File: config.mk
export PLATFORM = sky130hd
export DESIGN_NAME = module_identity_capability
export DESIGN_NICKNAME = d
export VERILOG_FILES = /design/src/rtl/module_identity_capability.v /design/src/rtl/field_byte_pick.v
export VERILOG_INCLUDE_DIRS = /design/src /design/src/rtl
export SDC_FILE = /design/constraint.sdc
export NUM_CORES = 1
export LEC_CHECK = 0
export BUFFER_PORTS_ARGS = -buffer_cell sky130_fd_sc_hd__buf_2
export CAP_MARGIN = 10
export CORE_UTILIZATION = 55
export DETAILED_ROUTE_END_ITERATION = 12
export GPL_ROUTABILITY_DRIVEN = 0
export PLACE_DENSITY = 0.74
export SLEW_MARGIN = 20
export SYNTH_ARGS = -nofsm -noshare
export SYNTH_HDL_FRONTEND = slang
export SYNTH_HIERARCHICAL = 1
export SYNTH_SLANG_ARGS = --single-unit
File: constraint.sdc
create_clock -name clk_i -period 4.29 [get_ports clk_i]
set_input_delay 0 -clock clk_i [delete_from_list [all_inputs] [get_ports clk_i]]
set_output_delay 0 -clock clk_i [all_outputs]
set_load 0.005 [all_outputs]
File: src/rtl/module_identity_capability_regs.vh
// Constants for the identification and capability register bank.
// Assumes it is included once per compilation unit by its bare name.
`ifndef MODULE_IDENTITY_CAPABILITY_REGS_VH
`define MODULE_IDENTITY_CAPABILITY_REGS_VH

// Register indices; the bus byte address is four times the index.
`define IDX_MIN_WAVELENGTH       16'h8012
`define IDX_MAX_WAVELENGTH       16'h8014
`define IDX_MAX_LANE_OPT_WIDTH   16'h8016
`define IDX_DEVICE_TECH_ONE      16'h8018
`define IDX_DEVICE_TECH_TWO      16'h8019
`define IDX_SIGNAL_CODE          16'h801A
`define IDX_MAX_OUTPUT_POWER     16'h801B
`define IDX_MAX_INPUT_POWER      16'h801C
`define IDX_MAX_POWER_DRAW       16'h801D
`define IDX_MAX_LOW_POWER_DRAW   16'h801E
`define IDX_MAX_CASE_TEMP        16'h801F
`define IDX_MIN_CASE_TEMP        16'h8020
`define IDX_MAKER_NAME           16'h8021
`define IDX_MAKER_ORG_ID         16'h8031
`define IDX_MAKER_PART           16'h8034
`define IDX_MAKER_SERIAL         16'h8044
`define IDX_DATE_CODE            16'h8054
`define IDX_LOT_CODE             16'h805C
`define IDX_EQUIPMENT_ID         16'h805E
`define IDX_HW_SPEC_REV          16'h8068
`define IDX_MGMT_SPEC_REV        16'h8069
`define IDX_MODULE_HW_VERSION    16'h806A
`define IDX_MODULE_FW_VERSION    16'h806C
`define IDX_DIAG_MONITOR_TYPE    16'h806E
`define IDX_DIAG_MODULE_CAP      16'h806F
`define IDX_DIAG_LANE_CAP        16'h8070
`define IDX_BANK_CONTROL         16'h8080
`define IDX_BANK_STATUS          16'h8081

// Field sizes in bytes.
`define NB_WORD16                2
`define NB_TEXT16                16
`define NB_ORG_ID                3
`define NB_DATE_CODE             8
`define NB_LOT_CODE              2
`define NB_EQUIPMENT_ID          10

// Field positions inside packed bytes.
`define TECH1_LASER_MSB          7
`define TECH1_LASER_LSB          4
`define TECH1_MODULATOR_MSB      3
`define TECH1_MODULATOR_LSB      0
`define TECH2_WL_CONTROL_BIT     7
`define TECH2_COOLED_BIT         6
`define TECH2_TUNABLE_BIT        5
`define TECH2_RX_ATTEN_BIT       4
`define TECH2_DETECTOR_MSB       3
`define TECH2_DETECTOR_LSB       1
`define TECH2_DISP_COMP_BIT      0
`define SIGCODE_POLARITY_MSB     7
`define SIGCODE_POLARITY_LSB     4
`define SIGCODE_CODING_MSB       3
`define SIGCODE_CODING_LSB       0
`define CTRL_ERR_ENABLE_BIT      0

// Reset values and fixed codes.
`define RST_WAIT                 1'b1
`define RST_CTRL                 1'b0
`define RST_COUNT                8'h00
`define RST_DATA                 32'h00000000
`define CASE_TEMP_UNDEFINED      8'h80
`define BYTE_ZERO                8'h00
`define RESP_OKAY                2'h0
`define RESP_SLVERR              2'h2

`endif

File: src/rtl/module_identity_capability.v
// Identification and capability register bank, read-only but for one control register, of a
// pluggable optical module, reached over an Avalon-MM slave port.
// Assumes a word-addressed master; one byte per register index.
//
// The Avalon-MM interface to the registers is this design's own decision.
`timescale 1ns/100ps
`default_nettype none
`include "module_identity_capability_regs.vh"

module module_identity_capability #(
  parameter [15:0]  MIN_WAVELENGTH     = 16'h0000,
  parameter [15:0]  MAX_WAVELENGTH     = 16'h0000,
  parameter [15:0]  MAX_LANE_OPT_WIDTH = 16'h0000,
  parameter [3:0]   LASER_TECH         = 4'h0,
  parameter [3:0]   MODULATOR_TECH     = 4'h0,
  parameter [0:0]   WL_CONTROL         = 1'b0,
  parameter [0:0]   COOLED_TX          = 1'b0,
  parameter [0:0]   TUNABLE            = 1'b0,
  parameter [0:0]   RX_ATTENUATOR      = 1'b0,
  parameter [2:0]   DETECTOR_TYPE      = 3'h0,
  parameter [0:0]   DISP_COMPENSATION  = 1'b0,
  parameter [3:0]   POLARITY_CODING    = 4'h0,
  parameter [3:0]   SIGNAL_CODING      = 4'h0,
  parameter [7:0]   MAX_OUTPUT_POWER   = 8'h00,
  parameter [7:0]   MAX_INPUT_POWER    = 8'h00,
  parameter [7:0]   MAX_POWER_DRAW     = 8'h00,
  parameter [7:0]   MAX_LOW_POWER_DRAW = 8'h00,
  parameter [7:0]   MAX_CASE_TEMP      = `CASE_TEMP_UNDEFINED,
  parameter [7:0]   MIN_CASE_TEMP      = `CASE_TEMP_UNDEFINED,
  // Identity text and codes below are arbitrary neutral values.
  parameter [127:0] MAKER_NAME         = "EXAMPLE VENDOR  ",
  parameter [23:0]  MAKER_ORG_ID       = 24'h000000,
  parameter [127:0] MAKER_PART         = "EXAMPLE PART    ",
  parameter [127:0] MAKER_SERIAL       = 128'h0,
  parameter [63:0]  DATE_CODE          = 64'h0,
  parameter [15:0]  LOT_CODE           = 16'h0000,
  parameter [79:0]  EQUIPMENT_ID       = 80'h0,
  parameter [7:0]   HW_SPEC_REV        = 8'h00,
  parameter [7:0]   MGMT_SPEC_REV      = 8'h00,
  parameter [7:0]   HW_VERSION_MAJOR   = 8'h00,
  parameter [7:0]   HW_VERSION_MINOR   = 8'h00,
  parameter [7:0]   FW_VERSION_MAJOR   = 8'h00,
  parameter [7:0]   FW_VERSION_MINOR   = 8'h00,
  parameter [7:0]   DIAG_MONITOR_TYPE  = 8'h00,
  parameter [7:0]   DIAG_MODULE_CAP    = 8'h00,
  parameter [7:0]   DIAG_LANE_CAP      = 8'h00
) (
  input  wire        clk_i,
  input  wire        srst_i,
  input  wire [15:0] address_i,
  input  wire        read_i,
  input  wire        write_i,
  input  wire [31:0] writedata_i,
  input  wire [3:0]  byteenable_i,
  output reg  [31:0] readdata_o,
  output reg         waitrequest_o,
  output reg  [1:0]  response_o
);

  // Slave handshake states.
  localparam [0:0] ST_IDLE   = 1'b0;
  localparam [0:0] ST_ANSWER = 1'b1;

  // Handshake state, error-response enable and refused-write count.
  reg [0:0] state;
  reg       err_enable;
  reg [7:0] ignored_writes;

  // Capability bytes assembled from their fields.
  wire [7:0] tech_one;
  wire [7:0] tech_two;
  wire [7:0] signal_code;

  // Laser type high nibble, modulator code low nibble.
  assign tech_one[`TECH1_LASER_MSB:`TECH1_LASER_LSB] = LASER_TECH;
  assign tech_one[`TECH1_MODULATOR_MSB:`TECH1_MODULATOR_LSB] =
    MODULATOR_TECH;

  // One flag per optical feature, plus the detector type code.
  assign tech_two[`TECH2_WL_CONTROL_BIT] = WL_CONTROL;
  assign tech_two[`TECH2_COOLED_BIT]     = COOLED_TX;
  assign tech_two[`TECH2_TUNABLE_BIT]    = TUNABLE;
  assign tech_two[`TECH2_RX_ATTEN_BIT]   = RX_ATTENUATOR;
  assign tech_two[`TECH2_DETECTOR_MSB:`TECH2_DETECTOR_LSB] = DETECTOR_TYPE;
  assign tech_two[`TECH2_DISP_COMP_BIT]  = DISP_COMPENSATION;

  // Zero in either field reads as undefined to the host.
  assign signal_code[`SIGCODE_POLARITY_MSB:`SIGCODE_POLARITY_LSB] =
    POLARITY_CODING;
  assign signal_code[`SIGCODE_CODING_MSB:`SIGCODE_CODING_LSB] =
    SIGNAL_CODING;

  // Reverses the bits of a byte for the organisation identifier.
  function [7:0] bit_reverse;
    input [7:0] b;
    integer     k;
    begin
      for (k = 0; k < 8; k = k + 1) begin
        bit_reverse[k] = b[7 - k];
      end
    end
  endfunction

  // True for every index that this bank answers.
  function is_mapped;
    input [15:0] idx;
    begin
      is_mapped = ((idx >= `IDX_MIN_WAVELENGTH) &&
                   (idx <= `IDX_DIAG_LANE_CAP)) ||
                  (idx == `IDX_BANK_CONTROL) ||
                  (idx == `IDX_BANK_STATUS);
    end
  endfunction

  // Organisation identifier, stored bit-reversed per byte.
  wire [23:0] org_id_stored;
  genvar      g;
  generate
    for (g = 0; g < `NB_ORG_ID; g = g + 1) begin : g_org
      assign org_id_stored[g*8 +: 8] =
        bit_reverse(MAKER_ORG_ID[g*8 +: 8]);
    end
  endgenerate

  // Multi-byte fields: first byte at the lowest index.
  wire [7:0] b_minwl;
  wire [7:0] b_maxwl;
  wire [7:0] b_width;
  wire [7:0] b_name;
  wire [7:0] b_org;
  wire [7:0] b_part;
  wire [7:0] b_serial;
  wire [7:0] b_date;
  wire [7:0] b_lot;
  wire [7:0] b_equip;
  wire [7:0] b_hwver;
  wire [7:0] b_fwver;
  wire [11:0] hits;

  // Lowest wavelength, high byte at the lower index.
  field_byte_pick #(.NBYTES(`NB_WORD16), .BASE(`IDX_MIN_WAVELENGTH))
  u_minwl (.index_i(address_i), .field_i(MIN_WAVELENGTH),
           .hit_o(hits[0]), .byte_o(b_minwl));

  // Highest wavelength, high byte at the lower index.
  field_byte_pick #(.NBYTES(`NB_WORD16), .BASE(`IDX_MAX_WAVELENGTH))
  u_maxwl (.index_i(address_i), .field_i(MAX_WAVELENGTH),
           .hit_o(hits[1]), .byte_o(b_maxwl));

  // Widest lane optical width, high byte first.
  field_byte_pick #(.NBYTES(`NB_WORD16), .BASE(`IDX_MAX_LANE_OPT_WIDTH))
  u_width (.index_i(address_i), .field_i(MAX_LANE_OPT_WIDTH),
           .hit_o(hits[2]), .byte_o(b_width));

  // Maker name text, first character at the base index.
  field_byte_pick #(.NBYTES(`NB_TEXT16), .BASE(`IDX_MAKER_NAME))
  u_name (.index_i(address_i), .field_i(MAKER_NAME),
          .hit_o(hits[3]), .byte_o(b_name));

  // Organisation identifier, bytes already bit-reversed.
  field_byte_pick #(.NBYTES(`NB_ORG_ID), .BASE(`IDX_MAKER_ORG_ID))
  u_org (.index_i(address_i), .field_i(org_id_stored),
         .hit_o(hits[4]), .byte_o(b_org));

  // Part number text, first character at the base index.
  field_byte_pick #(.NBYTES(`NB_TEXT16), .BASE(`IDX_MAKER_PART))
  u_part (.index_i(address_i), .field_i(MAKER_PART),
          .hit_o(hits[5]), .byte_o(b_part));

  // Serial number text, first character at the base index.
  field_byte_pick #(.NBYTES(`NB_TEXT16), .BASE(`IDX_MAKER_SERIAL))
  u_serial (.index_i(address_i), .field_i(MAKER_SERIAL),
            .hit_o(hits[6]), .byte_o(b_serial));

  // Date code text, eight characters.
  field_byte_pick #(.NBYTES(`NB_DATE_CODE), .BASE(`IDX_DATE_CODE))
  u_date (.index_i(address_i), .field_i(DATE_CODE),
          .hit_o(hits[7]), .byte_o(b_date));

  // Lot code text, two characters.
  field_byte_pick #(.NBYTES(`NB_LOT_CODE), .BASE(`IDX_LOT_CODE))
  u_lot (.index_i(address_i), .field_i(LOT_CODE),
         .hit_o(hits[8]), .byte_o(b_lot));

  // Equipment identifier text, ten characters.
  field_byte_pick #(.NBYTES(`NB_EQUIPMENT_ID), .BASE(`IDX_EQUIPMENT_ID))
  u_equip (.index_i(address_i), .field_i(EQUIPMENT_ID),
           .hit_o(hits[9]), .byte_o(b_equip));

  // Hardware version, major byte at the lower index.
  field_byte_pick #(.NBYTES(`NB_WORD16), .BASE(`IDX_MODULE_HW_VERSION))
  u_hwver (.index_i(address_i),
           .field_i({HW_VERSION_MAJOR, HW_VERSION_MINOR}),
           .hit_o(hits[10]), .byte_o(b_hwver));

  // Firmware version, major byte at the lower index.
  field_byte_pick #(.NBYTES(`NB_WORD16), .BASE(`IDX_MODULE_FW_VERSION))
  u_fwver (.index_i(address_i),
           .field_i({FW_VERSION_MAJOR, FW_VERSION_MINOR}),
           .hit_o(hits[11]), .byte_o(b_fwver));

  // Merged byte of the multi-byte fields; the hit flags gate it below.
  wire [7:0] multi_byte;
  assign multi_byte = b_minwl | b_maxwl | b_width | b_name | b_org |
                      b_part | b_serial | b_date | b_lot | b_equip |
                      b_hwver | b_fwver;

  // Read value of the addressed index, zero where nothing is mapped.
  reg [7:0] read_byte;
  always @* begin
    read_byte = `BYTE_ZERO;
    case (address_i)
      `IDX_DEVICE_TECH_ONE:    read_byte = tech_one;
      `IDX_DEVICE_TECH_TWO:    read_byte = tech_two;
      `IDX_SIGNAL_CODE:        read_byte = signal_code;
      `IDX_MAX_OUTPUT_POWER:   read_byte = MAX_OUTPUT_POWER;
      `IDX_MAX_INPUT_POWER:    read_byte = MAX_INPUT_POWER;
      `IDX_MAX_POWER_DRAW:     read_byte = MAX_POWER_DRAW;
      `IDX_MAX_LOW_POWER_DRAW: read_byte = MAX_LOW_POWER_DRAW;
      `IDX_MAX_CASE_TEMP:      read_byte = MAX_CASE_TEMP;
      `IDX_MIN_CASE_TEMP:      read_byte = MIN_CASE_TEMP;
      `IDX_HW_SPEC_REV:        read_byte = HW_SPEC_REV;
      `IDX_MGMT_SPEC_REV:      read_byte = MGMT_SPEC_REV;
      `IDX_DIAG_MONITOR_TYPE:  read_byte = DIAG_MONITOR_TYPE;
      `IDX_DIAG_MODULE_CAP:    read_byte = DIAG_MODULE_CAP;
      `IDX_DIAG_LANE_CAP:      read_byte = DIAG_LANE_CAP;
      `IDX_BANK_CONTROL: begin
        read_byte = `BYTE_ZERO;
        read_byte[`CTRL_ERR_ENABLE_BIT] = err_enable;
      end
      `IDX_BANK_STATUS:        read_byte = ignored_writes;
      default:                 read_byte = (|hits) ? multi_byte : `BYTE_ZERO;
    endcase
  end

  // A write to anything but the control register changes nothing but the refused-write count.
  wire ctrl_write;
  wire write_refused;
  wire access_error;
  assign ctrl_write    = write_i && (address_i == `IDX_BANK_CONTROL) &&
                         byteenable_i[0];
  assign write_refused = write_i && (address_i != `IDX_BANK_CONTROL);
  assign access_error  = !is_mapped(address_i) || write_refused;

  // Next values of the handshake and of the readable state.
  reg [0:0]  next_state;
  reg        next_wait;
  reg [31:0] next_readdata;
  reg [1:0]  next_response;
  reg        next_err_enable;
  reg [7:0]  next_ignored;

  // Each request is answered one cycle after it is first seen, then
  // the slave rests one cycle while the master releases it.
  always @* begin
    next_state      = state;
    next_wait       = `RST_WAIT;
    next_readdata   = readdata_o;
    next_response   = response_o;
    next_err_enable = err_enable;
    next_ignored    = ignored_writes;
    case (state)
      ST_IDLE: begin
        if (read_i || write_i) begin
          next_state    = ST_ANSWER;
          next_wait     = 1'b0;
          next_readdata = read_i ? {24'h000000, read_byte} : `RST_DATA;
          // The error response is only given once software enables it.
          next_response = (err_enable && access_error) ?
                          `RESP_SLVERR : `RESP_OKAY;
          if (ctrl_write) begin
            next_err_enable = writedata_i[`CTRL_ERR_ENABLE_BIT];
          end
          // Every refused write is counted; the count wraps at its top.
          if (write_refused) begin
            next_ignored = ignored_writes + 8'h01;
          end
        end
      end
      ST_ANSWER: begin
        // Rest one cycle so that a request still held is not taken twice.
        next_state = ST_IDLE;
        next_wait  = `RST_WAIT;
      end
      default: begin
        next_state = ST_IDLE;
      end
    endcase
  end

  // Registered state; all outputs come from these flip-flops.
  always @(posedge clk_i) begin
    if (srst_i) begin
      state          <= ST_IDLE;
      waitrequest_o  <= `RST_WAIT;
      readdata_o     <= `RST_DATA;
      response_o     <= `RESP_OKAY;
      err_enable     <= `RST_CTRL;
      ignored_writes <= `RST_COUNT;
    end else begin
      state          <= next_state;
      waitrequest_o  <= next_wait;
      readdata_o     <= next_readdata;
      response_o     <= next_response;
      err_enable     <= next_err_enable;
      ignored_writes <= next_ignored;
    end
  end

endmodule // module_identity_capability

`default_nettype wire

File: src/rtl/field_byte_pick.v
// Selects one byte of a multi-byte field from a register index.
// Assumes the first byte (lowest address) sits in the field's top bits.
`timescale 1ns/100ps
`default_nettype none

module field_byte_pick #(
  parameter        NBYTES = 2,
  parameter [15:0] BASE   = 16'h0000
) (
  input  wire [15:0]         index_i,
  input  wire [NBYTES*8-1:0] field_i,
  output reg                 hit_o,
  output reg  [7:0]          byte_o
);

  localparam [15:0] COUNT = NBYTES;
  localparam [15:0] LAST  = NBYTES - 1;

  reg [15:0]         rel;
  reg [15:0]         shamt;
  reg [NBYTES*8-1:0] shifted;

  // Index inside the field, then shift the wanted byte to the bottom.
  always @* begin
    rel     = index_i - BASE;
    hit_o   = (index_i >= BASE) && (rel < COUNT);
    shamt   = (LAST - rel) << 3;
    shifted = field_i >> shamt;
    byte_o  = hit_o ? shifted[7:0] : 8'h00;
  end

endmodule // field_byte_pick

`default_nettype wire

==> qor.log <==
INFO  yosys          yosys.cell_count.top_type=sky130_fd_sc_hd__mux4_2
INFO  clock_tree     clockRootBuffer=sky130_fd_sc_hd__clkbuf_16
INFO  sta            max_freq=0.278GHz
INFO  run_status     status=complete, no violations
INFO  die            die_h=154um
INFO  drt            detail_route.first_pass.iterations=6
INFO  global_route   first_global_vias=12200
INFO  yosys          async_flop_share=0
INFO  setup_path     critical_path.startpoint_type=input pin
INFO  sta            setup_viol=0
INFO  clock_tree     cts.repair_timing.setup_buffer_count=0
INFO  setup_path     cp_max_fo=46
INFO  drt            detail_route.iter0.violations=1199
INFO  hold_path      hold_path_depth=2
INFO  job            maxCapViolations=0
INFO  global_route   number_of_antenna_violations_at_the_first_check_in_global_routing=0
INFO  drt            avgRoutedWirePerCell=15.1um
INFO  setup_path     critPathKind=in -> reg
INFO  sta            grt_setup_unrepaired=no
INFO  setup_path     worst_ep_required_time=4480ps
INFO  yosys          fraction_of_the_yosys_area_taken_by_sequential_cells=0.0317
INFO  yosys          synthesis.area_per_instance=8.72um^2
INFO  final_layout   final_layout_size_suffix_gt1_frac=0.167
INFO  yosys          synth_enable_flop_cells=0
INFO  placement      placement.io_buffers=31
INFO  clock_tree     clock_tree.buffer_depth=2
INFO  clock_tree     htree_levels=1
INFO  global_route   global_route.overflow_total=0
INFO  yosys          synthesis.area=0.0126mm^2
INFO  global_route   grt_pass1_wl=59.0mm
INFO  die            floorplan_die_area=0.0236mm^2
INFO  yosys          netlist.area_leader.share=0.214
INFO  drt            finalWirelength=35.7mm
INFO  power          powerDensity=105mW/mm^2
INFO  setup_path     rr_endpoint=readdata_o[7]
INFO  die            dieWidth=154um
INFO  die            fp-row-count=55
INFO  power          leakage_power=0.00636uW
INFO  global_route   pin_count_of_the_biggest_net_entering_global_routing=67
INFO  final_layout   postLayoutCoreUtil=0.683
INFO  setup_path     r2r_cells=4
INFO  clock_tree     tritoncts_sinks=20
INFO  yosys          register_bit_count_reported_by_yosys=20
INFO  placement      hpwl=26.2mm
INFO  yosys          ys_top_cells_by_count=sky130_fd_sc_hd__mux4_2, sky130_fd_sc_hd__nor4_1, sky130_fd_sc_hd__mux2i_1
INFO  sta            maxSlewHeadroom=0.414
INFO  setup_path     arrival=3790ps
INFO  sta            skew=3.83ps
INFO  sta            total_neg_setup_slack=0ps
INFO  clock_tree     clk-insertion-delay-late=250ps
INFO  yosys          netlist_top_cells_area=sky130_fd_sc_hd__mux4_2, sky130_fd_sc_hd__mux2i_1, sky130_fd_sc_hd__nor4_1
INFO  yosys          postSynth.topFlopCell=sky130_fd_sc_hd__dfxtp_1
INFO  yosys          synth_cells=1448
INFO  setup_path     register_to_register_setup_slack=2490ps
INFO  drt            remaining_routing_drc_violations=0
INFO  clock_tree     tritoncts.num_buffers=3
INFO  final_layout   n_antenna_cell=0
INFO  drt            routed_via_density=5.75
INFO  placement      dp_cells=2358
INFO  final_layout   flow.area_growth_from_synthesis=22.1%
INFO  clock_tree     tritoncts_clock_tree=yes
INFO  sta            hold_viol_final=0
INFO  yosys          yosys.cell_types.count=125
INFO  sta            timing_max_transition_violations_final=0
INFO  sta            time_the_worst_path_needs_with_i_o_delays_and_setup=3600ps
INFO  die            initial_utilization=0.560
INFO  power          max-vdd-ir-drop=0.121mV
INFO  drt            antenna_violating_nets_post_route=0
INFO  final_layout   num-nets-final=2166
INFO  yosys          synth_top_cell_by_area=sky130_fd_sc_hd__mux4_2
INFO  setup_path     regToRegStartpoint=state
INFO  sta            layout_worst_path_cycle_share=0.840
INFO  die            io_pins=91
INFO  hold_path      timing.hold.worst.class=in -> reg
INFO  hold_path      holdPathEnd=ignored_writes[0]
INFO  die            core_region_area=0.0226mm^2
INFO  final_layout   final_cells=2363
INFO  setup_path     worst_setup_path_end_kind=register
INFO  yosys          ys_warn_count=6
INFO  hold_path      worst_hold_startpoint=srst_i
INFO  global_route   gr-usage-all-layers=0.299
INFO  final_layout   final_layout_fill_cell_count=2007
INFO  clock_tree     clk_pin_slew_worst_paths=50ps
INFO  drt            vias=13600
INFO  sta            max_slew.worst_pin.slew=879ps
## power by group
group          switching (uW)  internal, uW
clock network            64.1           142
registers                4.38           190
logic                     689           531
total                     757           863
## critical path: stages
cell and delay [ps]:
sky130_fd_sc_hd__buf_6 340, sky130_fd_sc_hd__inv_1 90, sky130_fd_sc_hd__ha_1 300, sky130_fd_sc_hd__or3b_2 490
sky130_fd_sc_hd__nor4b_1 280, sky130_fd_sc_hd__o21ai_0 120, sky130_fd_sc_hd__a2111oi_0 510, sky130_fd_sc_hd__o211ai_1 170
sky130_fd_sc_hd__buf_4 230, sky130_fd_sc_hd__inv_2 60, sky130_fd_sc_hd__nor4_1 50, sky130_fd_sc_hd__nand3_1 130
sky130_fd_sc_hd__o31ai_2 100, sky130_fd_sc_hd__nor3_1 640, sky130_fd_sc_hd__a221o_1 260
## routing by layer
layer  track usage  wire (um)  share of wire  vias to the layer above
li1              -          -              -                     6556
met1         0.392      15100           0.42                     6455
met2         0.515      17000           0.48                      505
met3        0.0282       2480          0.069                       77
met4         0.106       1190          0.033                        0
met5             0          0              0                        -
## layout by cell type (no fill, tap or decap), drive strengths merged, types with 16 or more instances in the layout
master and instances:
nor2 66, dfxtp 20, mux4 120, xnor2 27
nand2 66, a2111oi 21, and3 16, mux2 43
nand3 40, nand2b 23, nor4 120, a22oi 21
buf 75, mux2i 71, or4 16, xor2 21
o21ai 42, ha 31, conb 673, or3 29
nor3 45, nor2b 40, nand4 29, a21oi 55
nor4b 27, inv 51
## cell type report
class,count,area [um^2],area share
Timing Repair Buffer,77,567,0.0367
Tap cell,285,357,0.0231
Clock buffer,4,88.8,0.00576
Inverter,52,198,0.0128
Multi-Input combinational cell,1925,13800,0.896
Sequential cell,20,400,0.0260
## metrics by stage
step           instance area (um^2)  total power [uW]  setup WS (ps)  hold WS, ps
6_report                      15400              1620            688         83.3
5_1_grt                       15400              1760            403         95.0
4_1_cts                       15400              1560            750         87.7
3_5_place_dp                  15300              1360            492          254
3_3_place_gp                  15300              1340            635          243
2_1_floorplan                 15200              1130            673         95.7
## state kept, by name, indices dropped and copies added (netlist names)
name and cells:
ignored_writes 8, readdata_o 8, err_enable 1, response_o 1
state 1, waitrequest_o 1
## cells by family after synthesis
logic type / Yosys count / synth area share
AO/OA/AOI/OAI: 329 / 0.209
XOR/XNOR: 48 / 0.0333
adder cells (fa/ha/maj): 31 / 0.0307
buffers and inverters: 174 / 0.0751
flip-flops: 20 / 0.0317
multiplexers: 234 / 0.309
other: 2 / 0.000594
AND/OR/NAND/NOR: 610 / 0.311
## worst max-delay path by stage
stage / slack [ps] / from / cells after the start / endpoint
after detailed placement: 490 / address_i[1] / 15 / readdata_o[7]
final: 690 / address_i[1] / 15 / readdata_o[7]
after global placement: 640 / address_i[2] / 14 / readdata_o[7]
after CTS: 750 / address_i[1] / 15 / readdata_o[7]
after global routing: 400 / address_i[1] / 15 / readdata_o[5]
after floorplan: 670 / address_i[0] / 15 / readdata_o[1]
## repair_timing
| item | in CTS | in global routing |
|---|---|---|
| hold buffers | 1 | 0 |
| hold endpoints to repair | 1 | 0 |
| gates resized for setup | 0 | 0 |
Power figures use the tool's default switching activity.
